--- config.mk ---
export PLATFORM = sky130hd
export DESIGN_NAME = acr_ctrl
export DESIGN_NICKNAME = d
export VERILOG_FILES = /design/src/pkg/acr_pkg.sv /design/src/hw/acr_route_dec.sv /design/src/hw/acr_ctrl.sv
export SDC_FILE = /design/constraint.sdc
export NUM_CORES = 1
export LEC_CHECK = 0
export BUFFER_PORTS_ARGS = -buffer_cell sky130_fd_sc_hd__buf_2
export CORE_MARGIN = 2
export CORE_UTILIZATION = 28
export CTS_CLUSTER_DIAMETER = 80
export DETAILED_ROUTE_END_ITERATION = 6
export PLACE_DENSITY = 0.56
export SYNTH_ARGS = -nofsm -noshare
export SYNTH_HDL_FRONTEND = slang
export SYNTH_HIERARCHICAL = 1
export SYNTH_SLANG_ARGS = --single-unit
--- constraint.sdc ---
create_clock -name pclk -period 3.8 [get_ports pclk]
set_input_delay 0 -clock pclk [delete_from_list [all_inputs] [get_ports pclk]]
set_output_delay 0 -clock pclk [all_outputs]
set_load 0.01 [all_outputs]
--- src/pkg/acr_pkg.sv ---
// Constants, field layouts and carrier types for the converter control register set.
// How it works
// Writing start high then low launches exactly one conversion on the falling write.
// Busy flag sets at launch, clears at completion; writes to it are ignored.
// Enable low powers the converter down; high allows conversions.
// While disabled, both result registers keep their contents.
// Justify 0 puts bits 11:4 high, 3:0 low; 1 puts 11:8 high, 7:0 low.
// Left-justified low bits sit at 7:4; every unused result bit reads zero.
// Channel codes 0,1,5-8,9,11 route channels 0,1,5-8,9,11.
// Software never writes reserved channel codes 0010, 0011, 0100, 1010.
// Channel codes 1100 to 1111 connect no channel; input floats.
// Source 0000,0100,11xx picks external; 0001-0011 supply divided by 1,2,4.
// Source 0101-0111 picks amplifier output /1,/2,/4; 10xx grounds the input.
// Any internal source disconnects the external channel path.
// Conversion clock equals system clock divided by two to the field value.
// Unimplemented control bits read zero and ignore writes.
// Software enables the amplifier whenever its output is used.
// Amplifier input select 1 routes bandgap; 0 is reserved.
// Reference 00 supply, 01 external pin, 1x amplifier output.
// Internal reference disconnects the external reference pin path.
// Gain codes 00..11 give gains 1, 1.667, 2.5, 3.333.
// Software enables bandgap and waits for settling before using it.
// Pins used as converter inputs lose other functions and pull-highs.
// Completion sets the converter interrupt request flag and clears busy.
// Start sequences during a conversion are ignored; results update together.
// All control fields, busy and bandgap enable clear on reset.
package acr_pkg;

	// ------------------------------------------------------------
	// Register byte addresses
	// ------------------------------------------------------------
	localparam logic [7:0] ADDR_CTRL0  = 8'h00;
	localparam logic [7:0] ADDR_CTRL1  = 8'h04;
	localparam logic [7:0] ADDR_CTRL2  = 8'h08;
	localparam logic [7:0] ADDR_BGAP   = 8'h0C;
	localparam logic [7:0] ADDR_RESH   = 8'h10;
	localparam logic [7:0] ADDR_RESL   = 8'h14;
	localparam logic [7:0] ADDR_STATUS = 8'h18;

	// ------------------------------------------------------------
	// Field positions
	// ------------------------------------------------------------
	localparam int C0_START  = 7;
	localparam int C0_BUSY   = 6;
	localparam int C0_EN     = 5;
	localparam int C0_JUST   = 4;
	localparam int C2_AMPEN  = 7;
	localparam int C2_AMPIN  = 4;
	localparam int ST_IRQ    = 0;

	// Writable masks and reset values.
	localparam logic [7:0] C0_WMASK = 8'hBF;
	localparam logic [7:0] C1_WMASK = 8'hF7;
	localparam logic [7:0] C2_WMASK = 8'h9F;
	localparam logic [7:0] BG_WMASK = 8'h01;
	localparam logic [7:0] REG_RST  = 8'h00;

	// Default conversion length in conversion clocks.
	localparam int CONV_CLKS = 16;

	// ------------------------------------------------------------
	// Carrier types
	// ------------------------------------------------------------
	typedef enum logic [1:0] {
		ACR_REF_SUPPLY,
		ACR_REF_PIN,
		ACR_REF_AMP
	} acr_ref_t;

	typedef enum logic [2:0] {
		ACR_IN_EXT,
		ACR_IN_SUPPLY,
		ACR_IN_AMP,
		ACR_IN_GND
	} acr_insrc_t;

	typedef struct packed {
		logic        conv_power;
		logic        conv_clk_en;
		logic        conv_sample;
		logic        ext_connect;
		logic [3:0]  ext_channel;
		logic [2:0]  in_source;
		logic [1:0]  in_divide;
		logic        ref_pin_connect;
		logic [1:0]  ref_source;
		logic        amp_enable;
		logic        amp_bandgap;
		logic [1:0]  amp_gain;
		logic        bandgap_enable;
		logic [11:0] pin_analog;
	} acr_analog_t;

endpackage : acr_pkg

--- src/hw/acr_route_dec.sv ---
// Decoder for the converter input and reference multiplexer selects.
`timescale 1ns/10ps
`default_nettype none
module acr_route_dec (
	input  wire logic [3:0]  ext_channel_sel,
	input  wire logic [3:0]  input_source_sel,
	input  wire logic [1:0]  reference_sel,
	output var  logic        ext_connect,
	output var  logic [11:0] pin_analog,
	output var  logic [2:0]  in_source,
	output var  logic [1:0]  in_divide,
	output var  logic [1:0]  ref_source,
	output var  logic        ref_pin_connect
);
	import acr_pkg::*;

	logic chan_valid;

	always_comb begin
		chan_valid = 1'b0;
		case (ext_channel_sel)
			4'h0, 4'h1, 4'h5, 4'h6, 4'h7, 4'h8, 4'h9, 4'hB: chan_valid = 1'b1;
			default: chan_valid = 1'b0;
		endcase
		in_source = ACR_IN_EXT;
		in_divide = 2'h0;
		casez (input_source_sel)
			4'b0000, 4'b0100, 4'b11??: in_source = ACR_IN_EXT;
			4'b0001, 4'b0010, 4'b0011: begin
				in_source = ACR_IN_SUPPLY;
				in_divide = 2'(input_source_sel[1:0] - 2'h1);
			end
			4'b0101, 4'b0110, 4'b0111: begin
				in_source = ACR_IN_AMP;
				in_divide = 2'(input_source_sel[1:0] - 2'h1);
			end
			4'b10??: in_source = ACR_IN_GND;
			default: in_source = ACR_IN_EXT;
		endcase
		ext_connect = chan_valid && (in_source == ACR_IN_EXT);
		pin_analog = 12'h000;
		if (ext_connect) begin
			pin_analog[ext_channel_sel] = 1'b1;
		end
		case (reference_sel)
			2'b00:   ref_source = ACR_REF_SUPPLY;
			2'b01:   ref_source = ACR_REF_PIN;
			default: ref_source = ACR_REF_AMP;
		endcase
		ref_pin_connect = (reference_sel == 2'b01);
	end

endmodule : acr_route_dec
`default_nettype wire

--- src/hw/acr_ctrl.sv ---
// Converter control register set with APB slave, prescaler and conversion sequencer.
`timescale 1ns/10ps
`default_nettype none
module acr_ctrl #(
	parameter int CONV_LEN = acr_pkg::CONV_CLKS
) (
	input  wire logic               pclk,
	input  wire logic               presetn,
	input  wire logic               clk_en,
	input  wire logic               psel,
	input  wire logic               penable,
	input  wire logic               pwrite,
	input  wire logic [7:0]         paddr,
	input  wire logic [31:0]        pwdata,
	output var  logic [31:0]        prdata,
	output var  logic               pready,
	output var  logic               pslverr,
	input  wire logic               conv_done,
	input  wire logic [11:0]        conv_data,
	output var  acr_pkg::acr_analog_t analog_ctl,
	output var  logic               conv_irq_req
);
	import acr_pkg::*;

	if (CONV_LEN < 1 || CONV_LEN > 255) begin : g_len_check
		$error("CONV_LEN out of range");
	end

	// ------------------------------------------------------------
	// State
	// ------------------------------------------------------------
	typedef enum {
		ACR_IDLE,
		ACR_CONV
	} acr_state_t;

	acr_state_t  state_r, state_nxt;
	logic [7:0]  ctrl0_r, ctrl0_nxt;
	logic [7:0]  ctrl1_r, ctrl1_nxt;
	logic [7:0]  ctrl2_r, ctrl2_nxt;
	logic [7:0]  bgap_r, bgap_nxt;
	logic [11:0] result_r, result_nxt;
	logic        irq_r, irq_nxt;
	logic [6:0]  presc_r, presc_nxt;
	logic [7:0]  cnt_r, cnt_nxt;
	logic        done_s1_r, done_s2_r, done_s3_r;
	logic [11:0] data_s1_r, data_s2_r;
	logic [31:0] prdata_r, prdata_nxt;
	logic        pready_r, pready_nxt;
	logic        pslverr_r, pslverr_nxt;
	acr_analog_t analog_r, analog_nxt;

	logic        acc;
	logic        wr;
	logic        start_fall;
	logic        tick;
	logic        done_evt;
	logic        mapped;
	logic [7:0]  wbyte;
	logic [7:0]  res_hi;
	logic [7:0]  res_lo;
	logic        ext_connect;
	logic [11:0] pin_analog;
	logic [2:0]  in_source;
	logic [1:0]  in_divide;
	logic [1:0]  ref_source;
	logic        ref_pin_connect;

	// ------------------------------------------------------------
	// Multiplexer decode
	// ------------------------------------------------------------
	acr_route_dec u_dec (
		.ext_channel_sel  (ctrl0_r[3:0]),
		.input_source_sel (ctrl1_r[7:4]),
		.reference_sel    (ctrl2_r[3:2]),
		.ext_connect      (ext_connect),
		.pin_analog       (pin_analog),
		.in_source        (in_source),
		.in_divide        (in_divide),
		.ref_source       (ref_source),
		.ref_pin_connect  (ref_pin_connect)
	);

	// ------------------------------------------------------------
	// Next-state logic
	// ------------------------------------------------------------
	always_comb begin
		acc    = psel && penable && !pready_r;
		// Writes land at the edge where the master samples pready high.
		wr     = psel && penable && pready_r && pwrite;
		wbyte  = pwdata[7:0];
		mapped = (paddr == ADDR_CTRL0) || (paddr == ADDR_CTRL1) || (paddr == ADDR_CTRL2) ||
			(paddr == ADDR_BGAP) || (paddr == ADDR_RESH) || (paddr == ADDR_RESL) ||
			(paddr == ADDR_STATUS);

		// Result justification.
		if (ctrl0_r[C0_JUST]) begin
			res_hi = {4'h0, result_r[11:8]};
			res_lo = result_r[7:0];
		end else begin
			res_hi = result_r[11:4];
			res_lo = {result_r[3:0], 4'h0};
		end

		ctrl0_nxt = ctrl0_r;
		ctrl1_nxt = ctrl1_r;
		ctrl2_nxt = ctrl2_r;
		bgap_nxt  = bgap_r;
		if (wr && paddr == ADDR_CTRL0) begin
			ctrl0_nxt = (wbyte & C0_WMASK) | (ctrl0_r & ~C0_WMASK);
		end
		if (wr && paddr == ADDR_CTRL1) begin
			ctrl1_nxt = wbyte & C1_WMASK;
		end
		if (wr && paddr == ADDR_CTRL2) begin
			ctrl2_nxt = wbyte & C2_WMASK;
		end
		if (wr && paddr == ADDR_BGAP) begin
			bgap_nxt = wbyte & BG_WMASK;
		end
		start_fall = ctrl0_r[C0_START] && !ctrl0_nxt[C0_START];

		// Prescaler: tick every 2**sel system clocks.
		presc_nxt = presc_r + 7'h01;
		tick      = ((presc_r & 7'((8'h01 << ctrl1_r[2:0]) - 8'h01)) == 7'h00);
		if (!ctrl0_r[C0_EN]) begin
			presc_nxt = 7'h00;
		end

		// Conversion sequencer.
		state_nxt  = state_r;
		cnt_nxt    = cnt_r;
		result_nxt = result_r;
		irq_nxt    = irq_r;
		done_evt   = 1'b0;
		case (state_r)
			ACR_IDLE: begin
				if (start_fall && ctrl0_r[C0_EN]) begin
					state_nxt = ACR_CONV;
					cnt_nxt   = 8'(CONV_LEN);
					ctrl0_nxt[C0_BUSY] = 1'b1;
				end
			end
			ACR_CONV: begin
				if (!ctrl0_r[C0_EN]) begin
					state_nxt = ACR_IDLE;
					ctrl0_nxt[C0_BUSY] = 1'b0;
				end else begin
					if (tick && cnt_r != 8'h00) begin
						cnt_nxt = cnt_r - 8'h01;
					end
					if (cnt_r == 8'h00 && done_s2_r && !done_s3_r) begin
						done_evt   = 1'b1;
						state_nxt  = ACR_IDLE;
						result_nxt = data_s2_r;
						ctrl0_nxt[C0_BUSY] = 1'b0;
					end
				end
			end
			default: state_nxt = ACR_IDLE;
		endcase

		// Sticky request: a completion in the clearing cycle wins.
		if (wr && paddr == ADDR_STATUS && wbyte[ST_IRQ]) begin
			irq_nxt = 1'b0;
		end
		if (done_evt) begin
			irq_nxt = 1'b1;
		end

		// APB read and answer.
		pready_nxt  = acc;
		pslverr_nxt = acc && !mapped;
		prdata_nxt  = prdata_r;
		if (acc && !pwrite) begin
			case (paddr)
				ADDR_CTRL0:  prdata_nxt = {24'h0, ctrl0_r};
				ADDR_CTRL1:  prdata_nxt = {24'h0, ctrl1_r};
				ADDR_CTRL2:  prdata_nxt = {24'h0, ctrl2_r};
				ADDR_BGAP:   prdata_nxt = {24'h0, bgap_r};
				ADDR_RESH:   prdata_nxt = {24'h0, res_hi};
				ADDR_RESL:   prdata_nxt = {24'h0, res_lo};
				ADDR_STATUS: prdata_nxt = {31'h0, irq_r};
				default:     prdata_nxt = 32'h0;
			endcase
		end

		// Analog control word.
		analog_nxt.conv_power      = ctrl0_r[C0_EN];
		analog_nxt.conv_clk_en     = ctrl0_r[C0_EN] && tick;
		analog_nxt.conv_sample     = (state_r == ACR_CONV);
		analog_nxt.ext_connect     = ext_connect;
		analog_nxt.ext_channel     = ctrl0_r[3:0];
		analog_nxt.in_source       = in_source;
		analog_nxt.in_divide       = in_divide;
		analog_nxt.ref_pin_connect = ref_pin_connect;
		analog_nxt.ref_source      = ref_source;
		analog_nxt.amp_enable      = ctrl2_r[C2_AMPEN];
		analog_nxt.amp_bandgap     = ctrl2_r[C2_AMPIN];
		analog_nxt.amp_gain        = ctrl2_r[1:0];
		analog_nxt.bandgap_enable  = bgap_r[0];
		analog_nxt.pin_analog      = pin_analog;
	end

	// ------------------------------------------------------------
	// Registers
	// ------------------------------------------------------------
	always_ff @(posedge pclk or negedge presetn) begin
		if (!presetn) begin
			state_r   <= ACR_IDLE;
			ctrl0_r   <= REG_RST;
			ctrl1_r   <= REG_RST;
			ctrl2_r   <= REG_RST;
			bgap_r    <= REG_RST;
			result_r  <= 12'h000;
			irq_r     <= 1'b0;
			presc_r   <= 7'h00;
			cnt_r     <= 8'h00;
			done_s1_r <= 1'b0;
			done_s2_r <= 1'b0;
			done_s3_r <= 1'b0;
			data_s1_r <= 12'h000;
			data_s2_r <= 12'h000;
			prdata_r  <= 32'h0;
			pready_r  <= 1'b0;
			pslverr_r <= 1'b0;
			analog_r  <= '0;
		end else if (clk_en) begin
			state_r   <= state_nxt;
			ctrl0_r   <= ctrl0_nxt;
			ctrl1_r   <= ctrl1_nxt;
			ctrl2_r   <= ctrl2_nxt;
			bgap_r    <= bgap_nxt;
			result_r  <= result_nxt;
			irq_r     <= irq_nxt;
			presc_r   <= presc_nxt;
			cnt_r     <= cnt_nxt;
			done_s1_r <= conv_done;
			done_s2_r <= done_s1_r;
			done_s3_r <= done_s2_r;
			data_s1_r <= conv_data;
			data_s2_r <= data_s1_r;
			prdata_r  <= prdata_nxt;
			pready_r  <= pready_nxt;
			pslverr_r <= pslverr_nxt;
			analog_r  <= analog_nxt;
		end
	end

	assign prdata       = prdata_r;
	assign pready       = pready_r;
	assign pslverr      = pslverr_r;
	assign analog_ctl   = analog_r;
	assign conv_irq_req = irq_r;

endmodule : acr_ctrl
`default_nettype wire

==> metrics, run 1 <==
Avg Inst Size Synth=about 12 sq um; Setup WS pre-CTS=roughly 0.95 ns; chip height=around 150 um; TritonCTS clock tree=yes; core box area=roughly 0.021 sq mm; drc violations=0; Max VDD drop=roughly 0.33 mV; I/O pins=127; CP Launch Type=flop; Arr. time, crit path=between 3 and 4 ns; Worst Hold Class=in2reg; fin cells=approximately 890; vias in the first global route=between 4000 and 5000; Layout fillers=roughly 2100; Crit Path Class=reg2reg; Fin. Hold Viols=0; clk_skew=~0.008 ns; cell family with most CP delay=simple AND/OR/NAND/NOR gates; pwr/cell area=about 480 mW/mm^2; RR Startpoint=cnt_r[4]$_DFFE_PN0P_; hold wc startpoint=paddr[4]; status=complete, no violations; Worst-Skew Late Latency=between 0.4 and 0.5 ns; commonest cells after routing, fill and taps aside=dfrtp_1 (121), mux2_2 (85), buf_2 (77); Final Worst Setup Slack=approximately 0.96 ns; full die area=about 0.022 sq mm; Worst Setup End Kind=flop; final wirelength=13770 um; number of flops mapped to enable cells by yosys=0; TritonCTS Buffers=17; area added between synthesis and finish=24.39%; leading area contributor after synthesis=dfrtp_1; Final #Nets=~670; final estimated routing congestion in global placement=around 0.8; crit path launch=cnt_r[4]$_DFFE_PN0P_; ranking of synthesized cells by area=dfrtp_1 (51%), mux2_2 (16%), buf_4 (3.8%); setup TNS=0 ns; Starting Density=between 20% and 30%; Bufs and invs on worst path=0; synth warn=6; sequential area share after synthesis=between 50 and 60%; asr flop ratio synth=100.0%; Setup Viol. Count Final=0; fin crit period=about 2.8 ns; WL per Instance=between 15 and 20 um; placed cells=833; first-pass GRT wire length=between 20000 and 25000 um; Pwr Total=between 0.003 and 0.004 W; clock root buffer=clkbuf_16; Post-synth top flop=dfrtp_1; Req. time, crit path=approximately 4.1 ns; critical path peak fanout=13; unrepaired setup endpoints after global routing=no; post-DP HPWL=around 10000 um; Via density=between 4 and 5; Via Count=4165; Setup Buffers After CTS=0; CP Cell Sequence=or4_1, or4b_4, nor3b_2, nand3_2, mux2_4; TritonCTS sink count=around 120; Post-Syn Instances=around 500; Yosys reg bits=121; cell row count=53; fmax=around 350 MHz; CP max stage delay=between 0.6 and 0.7 ns; top-area cell type share of the netlist area=between 50% and 60%; Clock transition at path regs=around 0.060 ns; Max-slew headroom=between 30% and 40%; synth unique cells=60; Leak=around 3.5 nW; max-cap viol count=0; H-tree Lvls=4; layout cell share with drive strength beyond 1=a little over a third; Tot GR Track Use=between 10% and 20%; Iter 0 DRT Violations=225; commonest non-fill, non-tap cell in the layout=dfrtp_1; Overflow after GRT=0; initial antenna violation count=0; Least-Margin Pin Slew=between 1 and 1.5 ns; Die W=approximately 150 um; period utilization=between 70% and 80%; I/O Buffers=between 70 and 80; Synth Cell Area=0.005919 sq mm; DR pass1 iterations=5; Longest Clk Path Bufs=2; largest net degree at the start of global routing=slightly above 80; post-route ant nets=0; Max stage delay cell, worst path=or4_1; # diodes=0; Final Max Tran Viols=0
worst paths after layout:
path	slack, ns	endpoint	cells after the start
worst min-delay path	0.04	conv_irq_req$_DFFE_PN0P_	4
worst max-delay path	0.96	result_r[10]$_DFFE_PN0P_	5
min in group asynchronous	0.31	cnt_r[0]$_DFFE_PN0P_	2
max in group asynchronous	2.58	ctrl0_r[0]$_DFFE_PN0P_	3
worst max register to register	0.96	result_r[10]$_DFFE_PN0P_	5
worst min register to register	0.48	prdata[4]$_DFFE_PN0P_	2
area by class of cell:
type / instances / area [sq um] / area share (%)
clock buffer: 17 / 425.4 / 5.777
clock inverter: 15 / 239.0 / 3.246
inverter: 21 / 78.83 / 1.071
multi-input combinational: 335 / 2592 / 35.21
sequential: 121 / 3028 / 41.12
tap: 275 / 344.1 / 4.673
timing repair buffer: 105 / 655.6 / 8.904
cell families (layout without fill, tap and decap cells):
group / Yosys count / count (layout) / synth area share, %
adders and majority gates: 6 / 6 / 1.268
DFF: 121 / 121 / 51.15
and+or+nand+nor: 120 / 120 / 11.05
AOI/OAI and AO/OA: 67 / 67 / 7.547
other: 2 / 29 / 0.1269
buffers and inverters: 74 / 158 / 6.764
muxes: 113 / 113 / 22.09
synth_stat cells (3+ instances only):
library cell,n
dfrtp_1,121
mux2_2,85
nand2_1,31
buf_4,30
nor2_1,23
inv_1,21
o21ai_0,18
mux2i_1,17
a21oi_1,16
clkbuf_1,16
nor3_1,15
mux2_4,9
nor2b_1,8
nand3_1,7
ha_1,6
and3_1,4
buf_1,4
nor4_1,4
or2_2,4
a211o_1,3
a22oi_1,3
nand4_1,3
o32ai_1,3
o41ai_1,3
worst reg2reg max path, stage by stage, from the launching register on:
cell and delay (ns):
dfrtp_1 0.42, or4_1 0.65, or4b_4 0.56, nor3b_2 0.23, nand3_2 0.41, mux2_4 0.45
per-layer routing:
metal	wire (um)	global-route usage (%)
met1	5948	15.79
met2	6826	21.47
met3	771	4.312
met4	220	3.810
met5	0	0
state kept, by name (all words and copies together), names as in the netlist, 6 cells and up:
name        count
ctrl0_r         8
ctrl1_r         7
data_s2_r      12
cnt_r           8
data_s1_r      12
prdata          8
result_r       12
presc_r         7
analog_ctl     33
ctrl2_r         6
what timing repair did:
action | 4_1_cts | 5_1_grt
resized for setup | 0 | 0
hold buffers | 24 | 0
hold endpoints to repair | 122 | 0
stage by stage:
stage | cell area (sq um) | hold WS [ns] | utilization [%]
floorplan | 6021 | -0.2956 | -
global placement | 6459 | 0.2391 | 30.92
detailed placement | 6459 | 0.2354 | 30.92
CTS | 7363 | 0.02339 | 35.25
global route | 7363 | 0.07218 | 35.25
finish | 7363 | 0.04131 | 35.25
where the power goes:
part	switching (W)	total, W	leakage [nW]	internal, W
registers	0.0000616	0.00143	1.59	0.00136
clock network	0.000633	0.00181	0.315	0.00118
logic	0.000178	0.000320	1.57	0.000142
No activity file was read; power rests on OpenSTA's default activity.
==> run 2: changes to the inputs <==
--- a/config.mk
+++ b/config.mk
@@ -10,7 +10,7 @@
 export CORE_UTILIZATION = 28
 export CTS_CLUSTER_DIAMETER = 80
 export DETAILED_ROUTE_END_ITERATION = 6
-export PLACE_DENSITY = 0.56
+export PLACE_DENSITY = 0.57
 export SYNTH_ARGS = -nofsm -noshare
 export SYNTH_HDL_FRONTEND = slang
 export SYNTH_HIERARCHICAL = 1
==> constraint.sdc (replaced) <==
create_clock -name pclk -period 2.6 [get_ports pclk]
set_input_delay 0 -clock pclk [delete_from_list [all_inputs] [get_ports pclk]]
set_output_delay 0 -clock pclk [all_outputs]
set_load 0.01 [all_outputs]
==> metrics, run 2 (synthesized netlist as in run 1, its figures left out) <==
Clock transition at path regs=approximately 0.050 ns; I/O pins=between 100 and 150; initial antenna violation count=0; largest net degree at the start of global routing=between 70 and 80; first-pass GRT wire length=between 20000 and 25000 um; max reg flops=33; Least-Margin Pin Slew=0.8716 ns; Max stage delay cell, worst path=or4_1; commonest non-fill, non-tap cell in the layout=dfrtp_1; Post-CTS Resized=0; final estimated routing congestion in global placement=between 0.8 and 0.9; setup TNS=0 ns; CP Cell Sequence=or4_1, or4b_4, nor3b_2, nand3_2, buf_12, mux2_4; Iter 0 DRT Violations=between 200 and 250; cell row count=between 50 and 60; Req. time, crit path=between 2 and 3 ns; DR pass1 iterations=5; I/O Buffers=78; H-tree Lvls=4; Longest Clk Path Bufs=2; status=complete, no violations; sequential share of power=41.8%; critical path peak fanout=13; fin crit period=2.476 ns; Via density=around 4.5; period utilization=95.24%; Die W=149.4 um; Worst-Skew Late Latency=0.41 ns; Bufs and invs on worst path=1; TritonCTS clock tree=yes; Overflow after GRT=0; cell family with most CP delay=simple AND/OR/NAND/NOR gates; commonest cells after routing, fill and taps aside=dfrtp_1 (121), mux2_2 (85), buf_2 (76); Leak=3.520 nW; chip height=149.4 um; TritonCTS sink count=121; layout cell share with drive strength beyond 1=37.86%; fmax=~400 MHz; clk_skew=approximately 0.0061 ns; area added between synthesis and finish=25.45%; post-DP HPWL=9594 um; clock share of power=48.2%; vias in the first global route=around 4000; Via Count=just over 4000; TritonCTS Buffers=17; Worst Hold Class=in2reg; core box area=0.02089 sq mm; hold wc startpoint=paddr[2]; post-route ant nets=0; CP Launch Type=flop; full die area=roughly 0.022 sq mm; Max-slew headroom=a little over two fifths; CP max stage delay=0.58 ns; Logic pwr share=roughly a tenth; Final Max Tran Viols=0; unrepaired setup endpoints after global routing=no; Max VDD drop=0.4497 mV; max-cap viol count=0; Pint=between 0.003 and 0.004 W; final wirelength=13390 um; final design utilization=between 30% and 40%; Crit Path Class=reg2reg; RR Startpoint=cnt_r[4]$_DFFE_PN0P_; sw frac=a little under a quarter; pwr/cell area=around 670 mW/mm^2; Worst Setup End Kind=flop; clock root buffer=clkbuf_16; Final #Nets=679; Layout fillers=about 2100; crit path launch=cnt_r[4]$_DFFE_PN0P_; Tot GR Track Use=12.61%; Arr. time, crit path=2.77 ns; Fin. Hold Viols=0; Net Switching=about 0.0012 W; Setup Viol. Count Final=0; drc violations=0; # diodes=0; WL per Instance=14.86 um; Starting Density=28.34%
-- run 2: cell count changes in the layout (fill, tap and decap cells not counted), sizes merged --
cell / delta
clkinvlp: +1
inv: -5
bufinv: -2
buf: +13
clkinv: +3
clkbuf: +2
-- run 2: worst paths after layout --
kind | end | slack (ns) | cells past startpoint
hold reg to reg | prdata[0]$_DFFE_PN0P_ | 0.47 | 2
setup / recovery | result_r[6]$_DFFE_PN0P_ | 0.12 | 6
setup reg to reg | result_r[6]$_DFFE_PN0P_ | 0.12 | 6
hold / removal | state_r[0]$_DFFE_PN0P_ | 0.06 | 5
min in group asynchronous | data_s1_r[9]$_DFFE_PN0P_ | 0.09 | 2
max in group asynchronous | analog_ctl[13]$_DFFE_PN0P_ | 1.81 | 3
-- run 2: layout make-up --
type                            count  area (sq um)  area share, %
Sequential cell                   121          3028          40.78
Multi-Input combinational cell    335          2592          34.91
Timing Repair Buffer              118         780.7          10.51
Clock buffer                       19         452.9          6.099
Tap cell                          275         344.1          4.634
Clock inverter                     12         148.9          2.005
Inverter                           21         78.83          1.061
-- run 2: routing by layer --
layer  vias to the layer above  part of all wire (%)  GRT usage (%)
li1                       1961                     -              -
met1                      1998                    47          17.23
met2                        98                    47          19.31
met3                        14                   4.4          3.670
met4                         0                   1.3          3.857
met5                         -                     0              0
-- run 2: through the flow --
| step | cells | area [sq um] | hold WS (ns) | worst slack [ns] | power (W) |
|---|---|---|---|---|---|
| floorplan | 530 | 6021 | -0.2956 | 0.1338 | 0.002411 |
| global placement | 846 | 6584 | -0.04278 | 0.1671 | 0.002568 |
| detailed placement | 846 | 6584 | -0.04578 | 0.1558 | 0.002575 |
| CTS | 901 | 7426 | 0.04306 | 0.1292 | 0.005017 |
| global route | 901 | 7426 | 0.06520 | 0.007369 | 0.005187 |
| finish | 901 | 7426 | 0.06136 | 0.1236 | 0.004956 |
-- run 2: power by group through the flow --
stage | sequential [W] | combinational, W | clock [W]
CTS | 0.00207 | 0.000505 | 0.00244
global route | 0.00209 | 0.000557 | 0.00255
global placement | 0.00210 | 0.000467 | 0
detailed placement | 0.00210 | 0.000473 | 0
floorplan | 0.00210 | 0.000311 | 0
finish | 0.00207 | 0.000498 | 0.00239
-- run 2: what timing repair did --
action / 4_1_cts / 5_1_grt
hold buffers: 24 / 0
buffers inserted: 0 / 0
endpoints found under the hold margin: 163 / 0
-- run 2: worst register-to-register path: cells and delay by family (launching register included) --
kind | cells | cell delay, ns
simple gates | 4 | 1.49
buf+inv | 1 | 0.17
flops | 1 | 0.41
mux | 1 | 0.30
==> run 3: changes to the inputs <==
--- a/config.mk
+++ b/config.mk
@@ -5,7 +5,9 @@
 export SDC_FILE = /design/constraint.sdc
 export NUM_CORES = 1
 export LEC_CHECK = 0
+export ABC_AREA = 1
 export BUFFER_PORTS_ARGS = -buffer_cell sky130_fd_sc_hd__buf_2
+export CAP_MARGIN = 20
 export CORE_MARGIN = 2
 export CORE_UTILIZATION = 28
 export CTS_CLUSTER_DIAMETER = 80
==> metrics, run 3 <==
largest net degree at the start of global routing=55; vias in the first global route=4739; pwr/cell area=~660 mW/mm^2; synth warn=6; drc violations=0; highest routed layer=met4; TritonCTS Buffers=17; asr flop ratio synth=100.0%; max reg flops=33; Iter 0 DRT Violations=291; RR Startpoint=state_r[0]$_DFFE_PN0P_; Setup WS pre-CTS=approximately 0.71 ns; cell family with most CP delay=simple AND/OR/NAND/NOR gates; fmax=between 500 and 600 MHz; WL per Instance=between 10 and 15 um; Max-slew headroom=between 50% and 60%; synth cell count leaders=nand2_1 (312), dfrtp_1 (121), inv_1 (57); final estimated routing congestion in global placement=between 0.8 and 0.9; Worst-Skew Late Latency=approximately 0.42 ns; first-pass GRT wire length=about 24000 um; CP Launch Type=flop; I/O Buffers=about 80; critical path peak fanout=25; ranking of synthesized cells by area=dfrtp_1 (49%), nand2_1 (19%), buf_4 (3.9%); clk_skew=between 0.006 and 0.007 ns; Arr. time, crit path=approximately 2.2 ns; Longest Clk Path Bufs=2; Max VDD drop=0.3607 mV; Clock transition at path regs=0.05 ns; Hold-fix buffers, CTS=29; Bufs and invs on worst path=1; Setup Viol. Count Final=0; unrepaired setup endpoints after global routing=no; depth of the most critical reg-to-reg path=5; number of flops mapped to enable cells by yosys=0; max-cap viol count=0; Worst Setup End Kind=flop; top-area cell type share of the netlist area=about 49%; area added between synthesis and finish=23.29%; clock root buffer=clkbuf_16; R2R setup slack=approximately 0.72 ns; I/O pins=approximately 130; period utilization=about 72%; final wirelength=14350 um; Least-Margin Pin Slew=about 0.71 ns; Stages on worst setup path=5; setup TNS=0 ns; Leak=between 3 and 4 nW; Post-CTS Resized=0; Starting Density=28.42%; Avg Inst Size Synth=about 8 sq um; synth unique cells=40; chip height=approximately 150 um; fin crit period=1.881 ns; initial antenna violation count=1; full die area=0.02329 sq mm; Met1 Wirelength=between 6000 and 7000 um; Req. time, crit path=2.89 ns; metal3 WL=just over 700 um; Synth Cell Area=between 0.006 and 0.007 sq mm; Die W=between 150 and 200 um; DR pass1 iterations=4; placed cell area=roughly 0.0067 sq mm; commonest cells after routing, fill and taps aside=nand2_1 (312), dfrtp_1 (121), buf_2 (77); Final Worst Setup Slack=just over 0.7 ns; crit path launch=state_r[0]$_DFFE_PN0P_; core box area=0.02176 sq mm; Finished Cell Area=0.007624 sq mm; TritonCTS clock tree=yes; Final Max Tran Viols=0; CP max stage delay=approximately 0.57 ns; Final #Nets=940; commonest non-fill, non-tap cell in the layout=nand2_1; Crit Path Class=reg2reg; Overflow after GRT=0; Tot GR Track Use=12.92%; reg2reg end=result_r[10]$_DFFE_PN0P_; Max stage delay cell, worst path=dfrtp_1; status=complete, no violations; Via Count=around 5000; cell row count=54; leading area contributor after synthesis=dfrtp_1; CP Cell Sequence=inv_1, nor2_1, nand3_2, nand2_1, o21ai_2; top-count cell post-synth=nand2_1; Worst Hold Class=in2reg; Yosys reg bits=approximately 120; post-route ant nets=0; Post-synth top flop=dfrtp_1; Setup Buffers After CTS=0; TritonCTS sink count=between 100 and 150; H-tree Lvls=4; sequential area share after synthesis=about half; post-DP HPWL=around 10000 um; Setup crit end=result_r[10]$_DFFE_PN0P_; layout cell share with drive strength beyond 1=about a fifth; Post-Syn Instances=770; Fin. Hold Viols=0; total length of routed met2 wires=roughly 6500 um; Via density=around 4.2
[run 3: cell type report]
| cell class | count | area (sq um) |
|---|---|---|
| tap | 280 | 350.3 |
| fill | 2318 | 14130 |
| antenna | 1 | 2.502 |
| timing repair buffer | 113 | 740.7 |
| multi-input combinational | 554 | 2640 |
| sequential | 121 | 3028 |
| clock buffer | 21 | 460.4 |
| inverter | 68 | 256.5 |
| clock inverter | 11 | 145.1 |
[run 3: how the worst min path moves through the flow]
stage | from | endpoint | slack [ns] | depth (start not counted)
after floorplan | presetn | analog_ctl[0]$_DFFE_PN0P_ | -0.30 | 0
after global placement | presetn | analog_ctl[12]$_DFFE_PN0P_ | 0.08 | 1
after detailed placement | presetn | analog_ctl[24]$_DFFE_PN0P_ | 0.1 | 1
after CTS | clk_en | data_s1_r[8]$_DFFE_PN0P_ | 0.0005 | 3
after global routing | clk_en | data_s1_r[8]$_DFFE_PN0P_ | 0.04 | 3
final | clk_en | data_s1_r[0]$_DFFE_PN0P_ | 0.01 | 3
[run 3: kinds of logic after synthesis]
kind of cell | Yosys count | share of synthesized area, %
other | 2 | 0.1215
adder cells (fa/ha/maj) | 6 | 1.214
AND/OR/NAND/NOR | 428 | 30.23
AO/OA/AOI/OAI | 86 | 8.782
XOR/XNOR | 5 | 0.7083
flip-flops | 121 | 48.97
buffers and inverters | 122 | 9.976
[run 3: tightest hold or removal path: stages]
cell and delay (ns):
buf_2 0.24, nand2_1 0.11, nand2_1 0.05
[run 3: metal layers]
metal  vias up  track usage [%]
met5         -                0
met3        19            3.214
met4         0            5.688
met2       113            19.67
met1      2278            17.43
li1       2553                -
[run 3: power breakdown]
| part | switching [W] | internal (W) |
|---|---|---|
| logic | 0.000339 | 0.000202 |
| registers | 0.0000713 | 0.00198 |
| clock network | 0.000852 | 0.00156 |
| total | 0.00126 | 0.00374 |
[run 3: metrics by stage]
step	total power, W	utilization [%]	instances	hold slack (ns)
after floorplan	0.002445	-	797	-0.2956
after global placement	0.002583	30.91	1107	0.08455
after detailed placement	0.002595	30.91	1107	0.09706
after CTS	0.005079	35.03	1168	0.0005103
after global routing	0.005248	35.04	1169	0.04115
final	0.005002	35.04	1169	0.01353
